File: src/rtl/netcfg_pkg.sv
// Purpose: Shared constants and types for the network board configuration decoder.
// Assumes: 125 MHz reference clock; switch inputs read 1 when the position is closed (on).
// Notes:   Timing figures are kept in their own unit and converted to cycles here.
package netcfg_pkg;

  // ****************************************
  // Clock and timing
  // ****************************************
  localparam int unsigned CLK_MHZ        = 125;
  localparam int unsigned HOLD_MIN_MS    = 1000;
  localparam int unsigned HOLD_MAX_MS    = 5000;
  localparam int unsigned FLASH_HALF_MS  = 250;
  localparam int unsigned HOLD_MIN_CYC   = HOLD_MIN_MS * CLK_MHZ * 1000;
  localparam int unsigned HOLD_MAX_CYC   = HOLD_MAX_MS * CLK_MHZ * 1000;
  localparam int unsigned FLASH_HALF_CYC = FLASH_HALF_MS * CLK_MHZ * 1000;
  localparam int unsigned CNT_W          = 32;
  localparam int unsigned SETTLE_W       = 3;
  localparam logic [2:0]  SETTLE_CYC     = 3'h5;

  // ****************************************
  // Switch banks and pin vector
  // ****************************************
  localparam int unsigned BANK_A_W       = 10;
  localparam int unsigned BANK_B_W       = 4;
  localparam int unsigned SW_EMUL_A      = 0;
  localparam int unsigned SW_EMUL_B      = 1;
  localparam int unsigned SW_SENSOR      = 3;
  localparam int unsigned SW_INIT        = 4;
  localparam int unsigned SW_BUSY        = 5;
  localparam int unsigned SW_AUTO        = 6;
  localparam int unsigned SW_CONNECT     = 7;
  localparam logic [9:0]  BANK_A_RST     = 10'h3ff;
  localparam logic [3:0]  BANK_B_RST     = 4'hf;

  localparam int unsigned PIN_W          = 18;
  localparam int unsigned PIN_BANK_A_LSB = 0;
  localparam int unsigned PIN_BANK_B_LSB = 10;
  localparam int unsigned PIN_BUTTON     = 14;
  localparam int unsigned PIN_LINK100    = 15;
  localparam int unsigned PIN_RX         = 16;
  localparam int unsigned PIN_INIT_B     = 17;
  localparam logic [17:0] PIN_RST_VAL    = 18'h23fff;

  // ****************************************
  // Emulation codes
  // ****************************************
  localparam logic [1:0]  EMUL_LINE       = 2'h0;
  localparam logic [1:0]  EMUL_PAGE       = 2'h1;
  localparam logic [1:0]  EMUL_UNASSIGNED = 2'h2;
  localparam logic [1:0]  EMUL_THIRD      = 2'h3;

  // ****************************************
  // Register map
  // ****************************************
  localparam int unsigned ADDR_W         = 4;
  localparam int unsigned DATA_W         = 32;
  localparam logic [3:0]  REG_CONFIG     = 4'h0;
  localparam logic [3:0]  REG_DECODE     = 4'h4;
  localparam logic [3:0]  REG_IRQ_STATUS = 4'h8;
  localparam logic [3:0]  REG_IRQ_MASK   = 4'hc;

  localparam int unsigned DEC_EMUL_LSB   = 0;
  localparam int unsigned DEC_SENSOR     = 2;
  localparam int unsigned DEC_BUSY       = 3;
  localparam int unsigned DEC_INIT_EN    = 4;
  localparam int unsigned DEC_AUTO_EN    = 5;
  localparam int unsigned DEC_CONNECT_EN = 6;
  localparam int unsigned DEC_CFG_VALID  = 7;
  localparam int unsigned DEC_BTN_LSB    = 8;

  localparam int unsigned IRQ_W           = 4;
  localparam int unsigned IRQ_PENDING     = 0;
  localparam int unsigned IRQ_RESTORE     = 1;
  localparam int unsigned IRQ_AUTO_RPT    = 2;
  localparam int unsigned IRQ_CONNECT_RPT = 3;
  localparam logic [3:0]  IRQ_MASK_RST    = 4'h0;

  // ****************************************
  // Push-button sequence
  // ****************************************
  typedef enum logic [2:0] {
    BTN_IDLE,
    BTN_HELD,
    BTN_WAIT_RELEASE,
    BTN_PENDING,
    BTN_RESTORE,
    BTN_REBOOT
  } btn_state_type;

endpackage

File: src/rtl/pin_sync_if.sv
// Purpose: Carries raw pin levels to the synchroniser and stable levels back.
// Assumes: One clock domain on the stable side.
// Notes:   Width set by the instantiating module.
`timescale 1ns/100ps
interface pin_sync_if #(parameter int unsigned W = 1);
  logic [W-1:0] raw;
  logic [W-1:0] stable;

  modport drv  (output raw, input stable);
  modport sync (input raw, output stable);
endinterface

File: src/rtl/pin_sync.sv
// Purpose: Three-stage synchroniser for asynchronous pins with agreement filter.
// Assumes: Pins are slow levels relative to the clock.
// Notes:   Stable output moves only when stages two and three agree.
`timescale 1ns/100ps
module pin_sync #(
  parameter int unsigned    W       = 1,
  parameter logic [W-1:0]   RST_VAL = '0
) (
  input  wire logic         ref_clk_i,
  input  wire logic         rst_b_i,
  pin_sync_if.sync          pins
);

  logic [W-1:0] s1_q;
  logic [W-1:0] s2_q;
  logic [W-1:0] s3_q;
  logic [W-1:0] stable_q;

  // First stage feeds only the second stage
  always_ff @(posedge ref_clk_i)
  begin
    if (!rst_b_i)
    begin
      s1_q <= RST_VAL;
      s2_q <= RST_VAL;
      s3_q <= RST_VAL;
    end
    else
    begin
      s1_q <= pins.raw;
      s2_q <= s1_q;
      s3_q <= s2_q;
    end
  end

  // Per bit, a change counts once stages two and three agree
  always_ff @(posedge ref_clk_i)
  begin
    if (!rst_b_i)
      stable_q <= RST_VAL;
    else
      stable_q <= (~(s2_q ^ s3_q) & s3_q) | ((s2_q ^ s3_q) & stable_q);
  end

  assign pins.stable = stable_q;

endmodule

File: src/rtl/netcfg_decoder.sv
// Purpose: Switch-bank decode, busy/status control, factory-reset button and lamps.
// Assumes: Switch inputs read 1 when closed; button_i reads 1 while pressed.
// Notes:   Configuration is latched once after reset and held until the next reset.
`timescale 1ns/100ps
module netcfg_decoder #(
  parameter int unsigned HOLD_MIN_CYC   = netcfg_pkg::HOLD_MIN_CYC,
  parameter int unsigned HOLD_MAX_CYC   = netcfg_pkg::HOLD_MAX_CYC,
  parameter int unsigned FLASH_HALF_CYC = netcfg_pkg::FLASH_HALF_CYC
) (
  input  wire logic        ref_clk_i,
  input  wire logic        rst_b_i,
  input  wire logic [9:0]  config_switch_bank_a_i,
  input  wire logic [3:0]  config_switch_bank_b_i,
  input  wire logic        button_i,
  input  wire logic        link_100_i,
  input  wire logic        rx_activity_i,
  input  wire logic        host_init_b_i,
  input  wire logic        offline_i,
  input  wire logic        rx_buf_full_i,
  input  wire logic        status_change_i,
  input  wire logic        port_connect_i,
  input  wire logic [3:0]  addr_i,
  input  wire logic [31:0] wr_data_i,
  input  wire logic        wr_en_i,
  input  wire logic        rd_en_i,
  output logic      [31:0] rd_data_o,
  output logic      [1:0]  emulation_o,
  output logic             sensor_adjust_en_o,
  output logic             busy_o,
  output logic             status_report_o,
  output logic             init_reset_o,
  output logic             factory_restore_o,
  output logic             reboot_req_o,
  output logic             led_green_o,
  output logic             led_red_o,
  output logic             irq_o
);

  // ****************************************
  // Pin synchronisation
  // ****************************************
  pin_sync_if #(.W(netcfg_pkg::PIN_W)) pins_if ();

  assign pins_if.raw = {host_init_b_i, rx_activity_i, link_100_i, button_i,
                        config_switch_bank_b_i, config_switch_bank_a_i};

  pin_sync #(
    .W       (netcfg_pkg::PIN_W),
    .RST_VAL (netcfg_pkg::PIN_RST_VAL)
  ) u_pin_sync (
    .ref_clk_i (ref_clk_i),
    .rst_b_i   (rst_b_i),
    .pins      (pins_if.sync)
  );

  logic btn_s;
  logic link_s;
  logic rx_s;
  logic init_b_s;

  assign btn_s    = pins_if.stable[netcfg_pkg::PIN_BUTTON];
  assign link_s   = pins_if.stable[netcfg_pkg::PIN_LINK100];
  assign rx_s     = pins_if.stable[netcfg_pkg::PIN_RX];
  assign init_b_s = pins_if.stable[netcfg_pkg::PIN_INIT_B];

  // ****************************************
  // Configuration latch
  // ****************************************
  logic [2:0] settle_q;
  logic       cfg_valid_q;
  logic [9:0] bank_a_q;
  logic [3:0] bank_b_q;

  // Waits for the synchroniser to fill before sampling, so a stale reset value is never taken
  always_ff @(posedge ref_clk_i)
  begin
    if (!rst_b_i)
    begin
      settle_q    <= '0;
      cfg_valid_q <= 1'b0;
      bank_a_q    <= netcfg_pkg::BANK_A_RST;
      bank_b_q    <= netcfg_pkg::BANK_B_RST;
    end
    else if (!cfg_valid_q)
    begin
      if (settle_q == netcfg_pkg::SETTLE_CYC)
      begin
        cfg_valid_q <= 1'b1;
        bank_a_q    <= pins_if.stable[netcfg_pkg::PIN_BANK_A_LSB +: netcfg_pkg::BANK_A_W];
        bank_b_q    <= pins_if.stable[netcfg_pkg::PIN_BANK_B_LSB +: netcfg_pkg::BANK_B_W];
      end
      else
        settle_q <= settle_q + 3'h1;
    end
  end

  // ****************************************
  // Decode
  // ****************************************
  logic [1:0] emul_d;
  logic       line_page;
  logic       sensor_en;
  logic       init_en;
  logic       auto_en;
  logic       connect_en;

  always_comb
  begin
    case ({bank_a_q[netcfg_pkg::SW_EMUL_B], bank_a_q[netcfg_pkg::SW_EMUL_A]})
      2'h3:    emul_d = netcfg_pkg::EMUL_LINE;
      2'h2:    emul_d = netcfg_pkg::EMUL_PAGE;
      2'h0:    emul_d = netcfg_pkg::EMUL_THIRD;
      default: emul_d = netcfg_pkg::EMUL_UNASSIGNED;
    endcase
  end

  // Init and connect option meanings depend on the emulation just decoded
  assign line_page  = (emul_d == netcfg_pkg::EMUL_LINE) || (emul_d == netcfg_pkg::EMUL_PAGE);
  assign sensor_en  = !bank_a_q[netcfg_pkg::SW_SENSOR];
  assign init_en    = bank_a_q[netcfg_pkg::SW_INIT] && (emul_d == netcfg_pkg::EMUL_THIRD);
  assign auto_en    = bank_a_q[netcfg_pkg::SW_AUTO];
  assign connect_en = bank_a_q[netcfg_pkg::SW_CONNECT] && line_page;

  always_ff @(posedge ref_clk_i)
  begin
    if (!rst_b_i)
    begin
      emulation_o        <= netcfg_pkg::EMUL_LINE;
      sensor_adjust_en_o <= 1'b0;
      init_reset_o       <= 1'b0;
    end
    else
    begin
      emulation_o        <= emul_d;
      sensor_adjust_en_o <= sensor_en;
      init_reset_o       <= init_en && !init_b_s;
    end
  end

  // ****************************************
  // Busy and status reports
  // ****************************************
  logic auto_rpt;
  logic connect_rpt;

  assign auto_rpt    = auto_en && status_change_i;
  assign connect_rpt = connect_en && port_connect_i;

  always_ff @(posedge ref_clk_i)
  begin
    if (!rst_b_i)
    begin
      busy_o          <= 1'b0;
      status_report_o <= 1'b0;
    end
    else
    begin
      if (bank_a_q[netcfg_pkg::SW_BUSY])
        busy_o <= offline_i || rx_buf_full_i;
      else
        busy_o <= rx_buf_full_i;
      status_report_o <= auto_rpt || connect_rpt;
    end
  end

  // ****************************************
  // Factory-reset button sequence
  // ****************************************
  netcfg_pkg::btn_state_type btn_state_q;
  logic [31:0]               hold_cnt_q;
  logic [31:0]               flash_cnt_q;
  logic                      flash_q;
  logic                      btn_prev_q;
  logic                      btn_rise;
  logic                      btn_fall;
  logic                      pending_enter;

  assign btn_rise      = btn_s && !btn_prev_q;
  assign btn_fall      = !btn_s && btn_prev_q;
  assign pending_enter = (btn_state_q == netcfg_pkg::BTN_HELD) && btn_fall
                         && (hold_cnt_q >= HOLD_MIN_CYC) && (hold_cnt_q <= HOLD_MAX_CYC);

  always_ff @(posedge ref_clk_i)
  begin
    if (!rst_b_i)
      btn_prev_q <= 1'b0;
    else
      btn_prev_q <= btn_s;
  end

  always_ff @(posedge ref_clk_i)
  begin
    if (!rst_b_i)
    begin
      btn_state_q <= netcfg_pkg::BTN_IDLE;
      hold_cnt_q  <= '0;
    end
    else
    begin
      case (btn_state_q)
        netcfg_pkg::BTN_IDLE:
        begin
          hold_cnt_q <= '0;
          if (btn_rise)
            btn_state_q <= netcfg_pkg::BTN_HELD;
        end
        netcfg_pkg::BTN_HELD:
        begin
          hold_cnt_q <= hold_cnt_q + 32'h1;
          if (pending_enter)
            btn_state_q <= netcfg_pkg::BTN_PENDING;
          else if (btn_fall)
            btn_state_q <= netcfg_pkg::BTN_IDLE;
          else if (hold_cnt_q > HOLD_MAX_CYC)
            btn_state_q <= netcfg_pkg::BTN_WAIT_RELEASE;
        end
        netcfg_pkg::BTN_WAIT_RELEASE:
        begin
          // Held too long: ignored until the button is let go
          if (!btn_s)
            btn_state_q <= netcfg_pkg::BTN_IDLE;
        end
        netcfg_pkg::BTN_PENDING:
        begin
          if (btn_rise)
            btn_state_q <= netcfg_pkg::BTN_RESTORE;
        end
        netcfg_pkg::BTN_RESTORE:
          btn_state_q <= netcfg_pkg::BTN_REBOOT;
        netcfg_pkg::BTN_REBOOT:
          // Only the reset that the reboot brings leaves this state
          btn_state_q <= netcfg_pkg::BTN_REBOOT;
        default:
          btn_state_q <= netcfg_pkg::BTN_IDLE;
      endcase
    end
  end

  // Regular flash: both lamps toggle together every half period
  always_ff @(posedge ref_clk_i)
  begin
    if (!rst_b_i)
    begin
      flash_cnt_q <= '0;
      flash_q     <= 1'b0;
    end
    else if (btn_state_q != netcfg_pkg::BTN_PENDING)
    begin
      flash_cnt_q <= '0;
      flash_q     <= 1'b1;
    end
    else if (flash_cnt_q >= FLASH_HALF_CYC - 1)
    begin
      flash_cnt_q <= '0;
      flash_q     <= !flash_q;
    end
    else
      flash_cnt_q <= flash_cnt_q + 32'h1;
  end

  always_ff @(posedge ref_clk_i)
  begin
    if (!rst_b_i)
    begin
      factory_restore_o <= 1'b0;
      reboot_req_o      <= 1'b0;
      led_green_o       <= 1'b0;
      led_red_o         <= 1'b0;
    end
    else
    begin
      factory_restore_o <= (btn_state_q == netcfg_pkg::BTN_RESTORE);
      reboot_req_o      <= (btn_state_q == netcfg_pkg::BTN_REBOOT);
      case (btn_state_q)
        netcfg_pkg::BTN_PENDING:
        begin
          led_green_o <= flash_q;
          led_red_o   <= flash_q;
        end
        netcfg_pkg::BTN_RESTORE,
        netcfg_pkg::BTN_REBOOT:
        begin
          led_green_o <= 1'b0;
          led_red_o   <= 1'b0;
        end
        default:
        begin
          led_green_o <= link_s;
          led_red_o   <= rx_s;
        end
      endcase
    end
  end

  // ****************************************
  // Interrupts
  // ****************************************
  logic [3:0] irq_status_q;
  logic [3:0] irq_mask_q;
  logic [3:0] irq_evt;
  logic [3:0] irq_clr;

  always_comb
  begin
    irq_evt                                 = '0;
    irq_evt[netcfg_pkg::IRQ_PENDING]        = pending_enter;
    irq_evt[netcfg_pkg::IRQ_RESTORE]        = (btn_state_q == netcfg_pkg::BTN_RESTORE);
    irq_evt[netcfg_pkg::IRQ_AUTO_RPT]       = auto_rpt;
    irq_evt[netcfg_pkg::IRQ_CONNECT_RPT]    = connect_rpt;
  end

  assign irq_clr = (wr_en_i && (addr_i == netcfg_pkg::REG_IRQ_STATUS))
                   ? wr_data_i[netcfg_pkg::IRQ_W-1:0] : 4'h0;

  // A new event in the clearing cycle wins over the clear
  always_ff @(posedge ref_clk_i)
  begin
    if (!rst_b_i)
      irq_status_q <= '0;
    else
      irq_status_q <= (irq_status_q & ~irq_clr) | irq_evt;
  end

  always_ff @(posedge ref_clk_i)
  begin
    if (!rst_b_i)
      irq_mask_q <= netcfg_pkg::IRQ_MASK_RST;
    else if (wr_en_i && (addr_i == netcfg_pkg::REG_IRQ_MASK))
      irq_mask_q <= wr_data_i[netcfg_pkg::IRQ_W-1:0];
  end

  always_ff @(posedge ref_clk_i)
  begin
    if (!rst_b_i)
      irq_o <= 1'b0;
    else
      irq_o <= |(irq_status_q & irq_mask_q);
  end

  // ****************************************
  // Register read port
  // ****************************************
  logic [31:0] decode_word;

  always_comb
  begin
    decode_word                                    = '0;
    decode_word[netcfg_pkg::DEC_EMUL_LSB +: 2]     = emul_d;
    decode_word[netcfg_pkg::DEC_SENSOR]            = sensor_en;
    decode_word[netcfg_pkg::DEC_BUSY]              = busy_o;
    decode_word[netcfg_pkg::DEC_INIT_EN]           = init_en;
    decode_word[netcfg_pkg::DEC_AUTO_EN]           = auto_en;
    decode_word[netcfg_pkg::DEC_CONNECT_EN]        = connect_en;
    decode_word[netcfg_pkg::DEC_CFG_VALID]         = cfg_valid_q;
    decode_word[netcfg_pkg::DEC_BTN_LSB +: 3]      = btn_state_q;
  end

  // Read data stand only in the cycle after the strobe; unmapped reads return zero
  always_ff @(posedge ref_clk_i)
  begin
    if (!rst_b_i)
      rd_data_o <= '0;
    else if (!rd_en_i)
      rd_data_o <= '0;
    else
    begin
      case (addr_i)
        netcfg_pkg::REG_CONFIG:     rd_data_o <= {18'h0, bank_b_q, bank_a_q};
        netcfg_pkg::REG_DECODE:     rd_data_o <= decode_word;
        netcfg_pkg::REG_IRQ_STATUS: rd_data_o <= {28'h0, irq_status_q};
        netcfg_pkg::REG_IRQ_MASK:   rd_data_o <= {28'h0, irq_mask_q};
        default:                    rd_data_o <= '0;
      endcase
    end
  end

endmodule

File: config.mk
export PLATFORM = sky130hd
export DESIGN_NAME = netcfg_decoder
export DESIGN_NICKNAME = d
export VERILOG_FILES = /design/src/rtl/netcfg_pkg.sv /design/src/rtl/pin_sync_if.sv /design/src/rtl/pin_sync.sv /design/src/rtl/netcfg_decoder.sv
export SDC_FILE = /design/constraint.sdc
export NUM_CORES = 1
export LEC_CHECK = 0
export BUFFER_PORTS_ARGS = -buffer_cell sky130_fd_sc_hd__buf_4
export CORE_MARGIN = 2
export CORE_UTILIZATION = 30
export CTS_BUF_LIST = sky130_fd_sc_hd__clkbuf_16
export DETAILED_ROUTE_END_ITERATION = 12
export GPL_TIMING_DRIVEN = 1
export SYNTH_ARGS = -nofsm -noshare
export SYNTH_HDL_FRONTEND = slang
export SYNTH_SLANG_ARGS = --single-unit
File: constraint.sdc
create_clock -name ref_clk_i -period 2.21 [get_ports ref_clk_i]
set_clock_uncertainty 0.2 [all_clocks]
set_input_delay 0.1105 -clock ref_clk_i [delete_from_list [all_inputs] [get_ports ref_clk_i]]
set_output_delay 0.1105 -clock ref_clk_i [all_outputs]
set_load 0.02 [all_outputs]
Word level (Yosys, flattened, before mapping)
Cells that the tools add are included.

word-level totals
  register bits after elaboration = 210
  bits of input ports = 62
  output and inout port bits = 43
  logic and storage cells = 114

operators by class
  add/sub/neg operators = 3
  order comparisons = 4
  eq/ne operators = 18
  multiplexer cells = 18
  bitwise logic cells = 12
  reductions and logical operators = 33

operators with widths
  cell                                                                                count
  32-bit by 1-bit adder with 32-bit output (second input constant)                    2
  32-bit one-hot mux with 2 select lines                                              1
  14-bit one-hot mux with 4 select lines                                              1
  18-bit AND                                                                          2
  32-bit by 25-bit >= comparator with 1-bit output (second input constant)            1
  32-bit by 27-bit >= comparator with 1-bit output (second input constant)            1
  32-bit by 30-bit greater-than comparator with 1-bit output (second input constant)  1
  32-bit by 30-bit <= comparator with 1-bit output (second input constant)            1
  3-bit 2-to-1 mux                                                                    6
  18-bit NOT                                                                          1
  18-bit bitwise OR                                                                   1
  18-bit bitwise XOR                                                                  1
  3-bit one-hot mux with 5 select lines                                               1
  1-bit logical AND                                                                   12
  3-bit equality test (second input constant)                                         3
  4-bit AND                                                                           2
  4-bit equality test (second input constant)                                         2
  2-bit equality test (second input constant)                                         3
  3-bit by 2-bit equality test with 1-bit output (second input constant)              2
  2-bit != test (second input constant)                                               3
  2-bit one-hot mux with 3 select lines                                               1
  2-bit AND reduction                                                                 3
  1-bit logical NOT                                                                   5
  1-bit 2-to-1 mux                                                                    5
  other kinds (20)                                                                    27

Longest topological paths before layout
  depth in word-level cells = 7
  mapped depth = 8
  gate-level depth less buffers = 8

By module
A second synthesis with hierarchy kept.

second synthesis, totals
  cell total of the unflattened synthesis = 826
  area total of the unflattened synthesis = 7480.9 sq um

modules (own cells, without submodules)
  module          times used  cells each  area an instance (sq um)  seq. area each (sq um)
  netcfg_decoder  1           639         5391.4                    2402.3
  pin_sync        1           187         2089.5                    1441.4

Worst setup path before layout
No wires, ideal clock.

  path type = register to register
  from = reg flash_cnt_q[0]
  to = reg flash_cnt_q[10]
  setup time = 65 ps
  arrival = 1902 ps
  data required time = 1945 ps
  path slack = 43 ps
  stages on the path, launching flop included = 9
  buffers on the path = 1
  period minus slack after synthesis = 2167 ps
  path through = dfxtp_1 > ha_1 > a311o_1 > a211oi_1 > o21ai_0 > o311ai_0 > nand3_1 > clkbuf_1 > nor2_1

between the ends
  cells in the longest elaborated chain, start to end = 2
  elaborated cells on any way between the ends = 3
  classes of those cells = add/sub: 1; order compare: 1; reduce/logical: 1

RTL lines
  element                                           RTL line               RTL
  start, declared                                   netcfg_decoder.sv:171  logic [31:0] flash_cnt_q;
  start signal, assigned                            netcfg_decoder.sv:258  flash_cnt_q <= flash_cnt_q + 32'h1;
  32-bit by 25-bit >= comparator with 1-bit output  netcfg_decoder.sv:252  else if (flash_cnt_q >= FLASH_HALF_CYC - 1)
  3-bit OR reduction (no line)                      n/a

Parallel ways exist; a longest one is shown, timed or not.
A chain may end at the register's enable or synchronous reset.

Worst setup path after layout
  from = reg hold_cnt_q[28]
  to = reg btn_state_q[0]

between the ends
  cells in the longest elaborated chain, start to end = 5
  elaborated cells on any way between the ends = 9
  classes of those cells = order compare: 3; eq/ne: 1; mux: 2; reduce/logical: 3

RTL lines
  element                                                                                        RTL line               RTL
  start, declared                                                                                netcfg_decoder.sv:170  logic [31:0] hold_cnt_q;
  start signal, assigned                                                                         netcfg_decoder.sv:209  hold_cnt_q <= hold_cnt_q + 32'h1;
  32-bit by 27-bit >= comparator with 1-bit output                                               netcfg_decoder.sv:181  && (hold_cnt_q >= HOLD_MIN_CYC) && (hold_cnt_q <= HOLD_MAX_CYC);
  1-bit logical AND (2 in a row)                                                                 netcfg_decoder.sv:181
  4-bit by 3-bit != test with 1-bit output (no line) / 3-bit 2-to-1 mux (equally long branches)  n/a
  4-bit AND reduction (no line) / 3-bit one-hot mux with 5 select lines (equally long branches)  n/a
  end signal, assigned                                                                           netcfg_decoder.sv:195  btn_state_q <= netcfg_pkg::BTN_IDLE;
  end signal, assigned                                                                           netcfg_decoder.sv:205  btn_state_q <= netcfg_pkg::BTN_HELD;
  end signal, assigned                                                                           netcfg_decoder.sv:211  btn_state_q <= netcfg_pkg::BTN_PENDING;
  end, declared                                                                                  netcfg_decoder.sv:169  netcfg_pkg::btn_state_type btn_state_q;

Parallel ways exist; a longest one is shown, timed or not.

==> results.yml <==
logic_synthesis:
  yosys_most_used_dff: "sky130_fd_sc_hd__dfxtp_1"
  ys.warnings.count: 0
  syn_inst: 819
  post_synth_most_frequent_cells: "192 x sky130_fd_sc_hd__dfxtp_1, 107 x sky130_fd_sc_hd__nor2_1, 83 x sky130_fd_sc_hd__nand2_1"
  synth_edf_count: 0
  count_leader_synth: "sky130_fd_sc_hd__dfxtp_1"
  ys_async_rst_share_pct: 0
  synth_cell_type_count: 68
  synth_area_per_cell_um2: 9.11
  synth_top_cell_by_area: "sky130_fd_sc_hd__dfxtp_1"
  syn-cell-area_mm2: 0.00746
  synth_top_cell_area_share_pct: 51.5
  seq_area_frac_synth_pct: 51.5
  synth_top_cells_by_area: "sky130_fd_sc_hd__dfxtp_1 52%, sky130_fd_sc_hd__nor2_1 5.4%, sky130_fd_sc_hd__nand2_1 4.2%, sky130_fd_sc_hd__nand2b_1 4.1%, sky130_fd_sc_hd__nand3_1 3.4%"
  synth.ff_latch_count: 192
power:
  ir_worst_vdd_uv: 473
  intPower_w: 0.00537
  power.net_switching_w: 0.00174
  seq_power_share_pct: 50.4
  leakage_nw: 3.64
  switching_fraction_pct: 24.5
  pwr_density_cell_mw_per_mm2: 751
  combinationalPowerShare_pct: 6.6
  power_frac_clock_pct: 42.9
sta:
  maxClockFrequency_ghz: 0.474
  setup_repair_after_global_routing_missed_its_margin: "true"
  setup_violations: 0
  final.setup.worst_slack_ps: 100
  final.min_clock_period_ps: 2110
  final_cycle_utilization_of_the_critical_path_pct: 95.5
  finalHoldViolCount: 0
  worst_max_slew_margin_expressed_relative_to_the_limit_pct: 60.6
  worstMarginPinSlew_ps: 589
  finalMaxSlewViolations: 0
global_route:
  pin_count_of_the_biggest_net_entering_global_routing: 53
  grt_overflow_total: 0
  grt_use_total_pct: 12.1
  global_route_wire_length_before_repair_mm: 26.0
  grt_pass1_vias: 5452
  number_of_antenna_violations_at_the_first_check_in_global_routing: 0
finish:
  final_layout_size_suffix_gt1_share_pct: 17.7
  fin_area_mm2: 0.00948
  fin_cells: 1280
  diode_insertion_count_for_antenna_repair: 0
  fillerInstances: 2490
  synthToLayoutAreaGrowth_pct: 27.0
  final_layout_net_count: 1010
clocking:
  ctsLongestPathBuffers: 2
  cts_sinks: 192
  cts-buffers-inserted: 17
  cts-root-buf: "sky130_fd_sc_hd__clkbuf_16"
  clock_tree_from_tritoncts: "yes"
  htree_num_levels: 4
  clock_insertion_delay_worst_skew_ps: 430
  clk_transition_reported_paths_ps: 70
placed_design:
  detailed_place.area_mm2: 0.00842
  post-dp-hpwl_mm: 10.6
  post-place-ws_ps: -7.21
  portBuffers: 58
  numPlacedInstances: 1210
  routabilityCongestion: 0.769
die:
  boundaryPins: 105
  core.rowCount: 57
  die_footprint_mm2: 0.0262
  start_util_pct: 30.6
  die_x_um: 162
  die_h_um: 162
  placeableCoreArea_mm2: 0.0244
setup_path:
  crit_path_start_kind: "flip-flop"
  data_required_time_at_the_worst_endpoint_ps: 2350
  critical_path_class: "flip-flop to flip-flop"
  critical_path.max_fanout: 4
  critical_path_arrival_ps: 2250
  timing.critical_path.to_type: "flip-flop"
route:
  wl_met1_mm: 7.57
  antenna_left: 0
  wl_met2_mm: 7.25
  viasPerCell: 4.57
  drc_errors: 0
  met3_length_um: 489
  wl_per_cell_um: 12.0
  finalWirelength_mm: 15.4
  drt_iter0_markers: 372
  top_layer_used: "met4"
  vias: 5848
  drt-pass1-iter-count: 4
outcome:
  outcome: "finished, final reports clean"
run:
  cap_viol_max_count: 0
hold_path:
  hold_path_class: "primary input to flip-flop"
==> layer usage <==
layer	GRT usage, %	vias up
met5	0	-
met1	16.2	2751
met2	19.5	71
met4	3.42	0
li1	-	3022
met3	3.01	4
==> flip-flops by register name (all words and copies together) (netlist names), 3 cells and up, named ones only <==
register         cells
u_pin_sync.s1_q     18
flash_cnt_q         32
settle_q             3
u_pin_sync.s3_q     18
bank_b_q             4
irq_status_q         4
btn_state_q          3
u_pin_sync.s2_q     18
bank_a_q            10
hold_cnt_q          32
rd_data_o           14
irq_mask_q           4
==> worst max-delay path, cell delays in order, from the launching register on <==
cell and delay (ps):
sky130_fd_sc_hd__dfxtp_1 340, sky130_fd_sc_hd__nor4_4 330, sky130_fd_sc_hd__nand4_1 190, sky130_fd_sc_hd__or4_1 560, sky130_fd_sc_hd__o21ai_2 110, sky130_fd_sc_hd__a211oi_1 70, sky130_fd_sc_hd__nor4_1 230
==> worst paths after layout <==
check	startpoint	endpoint	slack [ps]	depth (start not counted)
worst max register to register	hold_cnt_q[28]	btn_state_q[0]	100	6
worst min register to register	u_pin_sync.s1_q[13]	u_pin_sync.s2_q[13]	210	1
worst max-delay path	hold_cnt_q[28]	btn_state_q[0]	100	6
worst min-delay path	config_switch_bank_a_i[6]	u_pin_sync.s1_q[6]	190	3
==> layout make-up <==
type	instances	area (µm²)	share of cell area (%)
clock inverter	15	178	1.87
tap	324	405	4.28
multi-input combinational	586	3440	36.3
inverter	10	37.5	0.396
sequential	192	3850	40.6
timing repair buffer	136	1140	12.0
clock buffer	17	425	4.49
==> cell families (layout without fill, tap and decap cells) <==
| kind of cell | after synthesis | after routing | share of synthesized area [%] |
|---|---|---|---|
| mux | 23 | 23 | 3.47 |
| xor+xnor | 25 | 25 | 2.93 |
| compound gates | 123 | 123 | 10.5 |
| buf+inv | 65 | 178 | 4.46 |
| other cells | 1 | 25 | 0.0503 |
| fa+ha+maj | 5 | 5 | 0.838 |
| simple gates | 385 | 385 | 26.2 |
| flops | 192 | 192 | 51.5 |
==> layout by cell type (no fill, tap or decap), drive strengths merged, types with 16 or more instances in the layout <==
master,instances
nand3,53
dfxtp,192
nand2,83
a21oi,39
conb,25
xor2,17
and2,16
nor2,107
clkbuf,17
o21ai,30
nand2b,49
buf,101
dlygate4sd3,35
==> through the flow <==
stage	util (%)	power, W	hold slack [ps]	TNS, ps
2_1_floorplan	-	0.00396	12.0	0
3_3_place_gp	34.5	0.00409	95.2	0
3_5_place_dp	34.5	0.00410	96.5	-7.21
4_1_cts	38.5	0.00721	176	0
5_1_grt	38.9	0.00743	180	-7.95
6_report	38.9	0.00712	194	0
==> power by group through the flow <==
stage	combinational [W]	clock, W	sequential [W]
floorplan	0.000293	0	0.00366
CTS	0.000476	0.00314	0.00359
finish	0.000473	0.00306	0.00359
global placement	0.000423	0	0.00367
detailed placement	0.000426	0	0.00367
global route	0.000527	0.00330	0.00360
==> what timing repair did <==
item / in CTS / in global routing
setup buffers: 0 / 3
setup endpoints to repair: 1 / 39
hold buffers: 35 / 0
pin swaps: 0 / 5
cloned: 0 / 0
resized for setup: 1 / 21
hold endpoints to repair: 55 / 0
No activity file was read; power rests on OpenSTA's default activity.
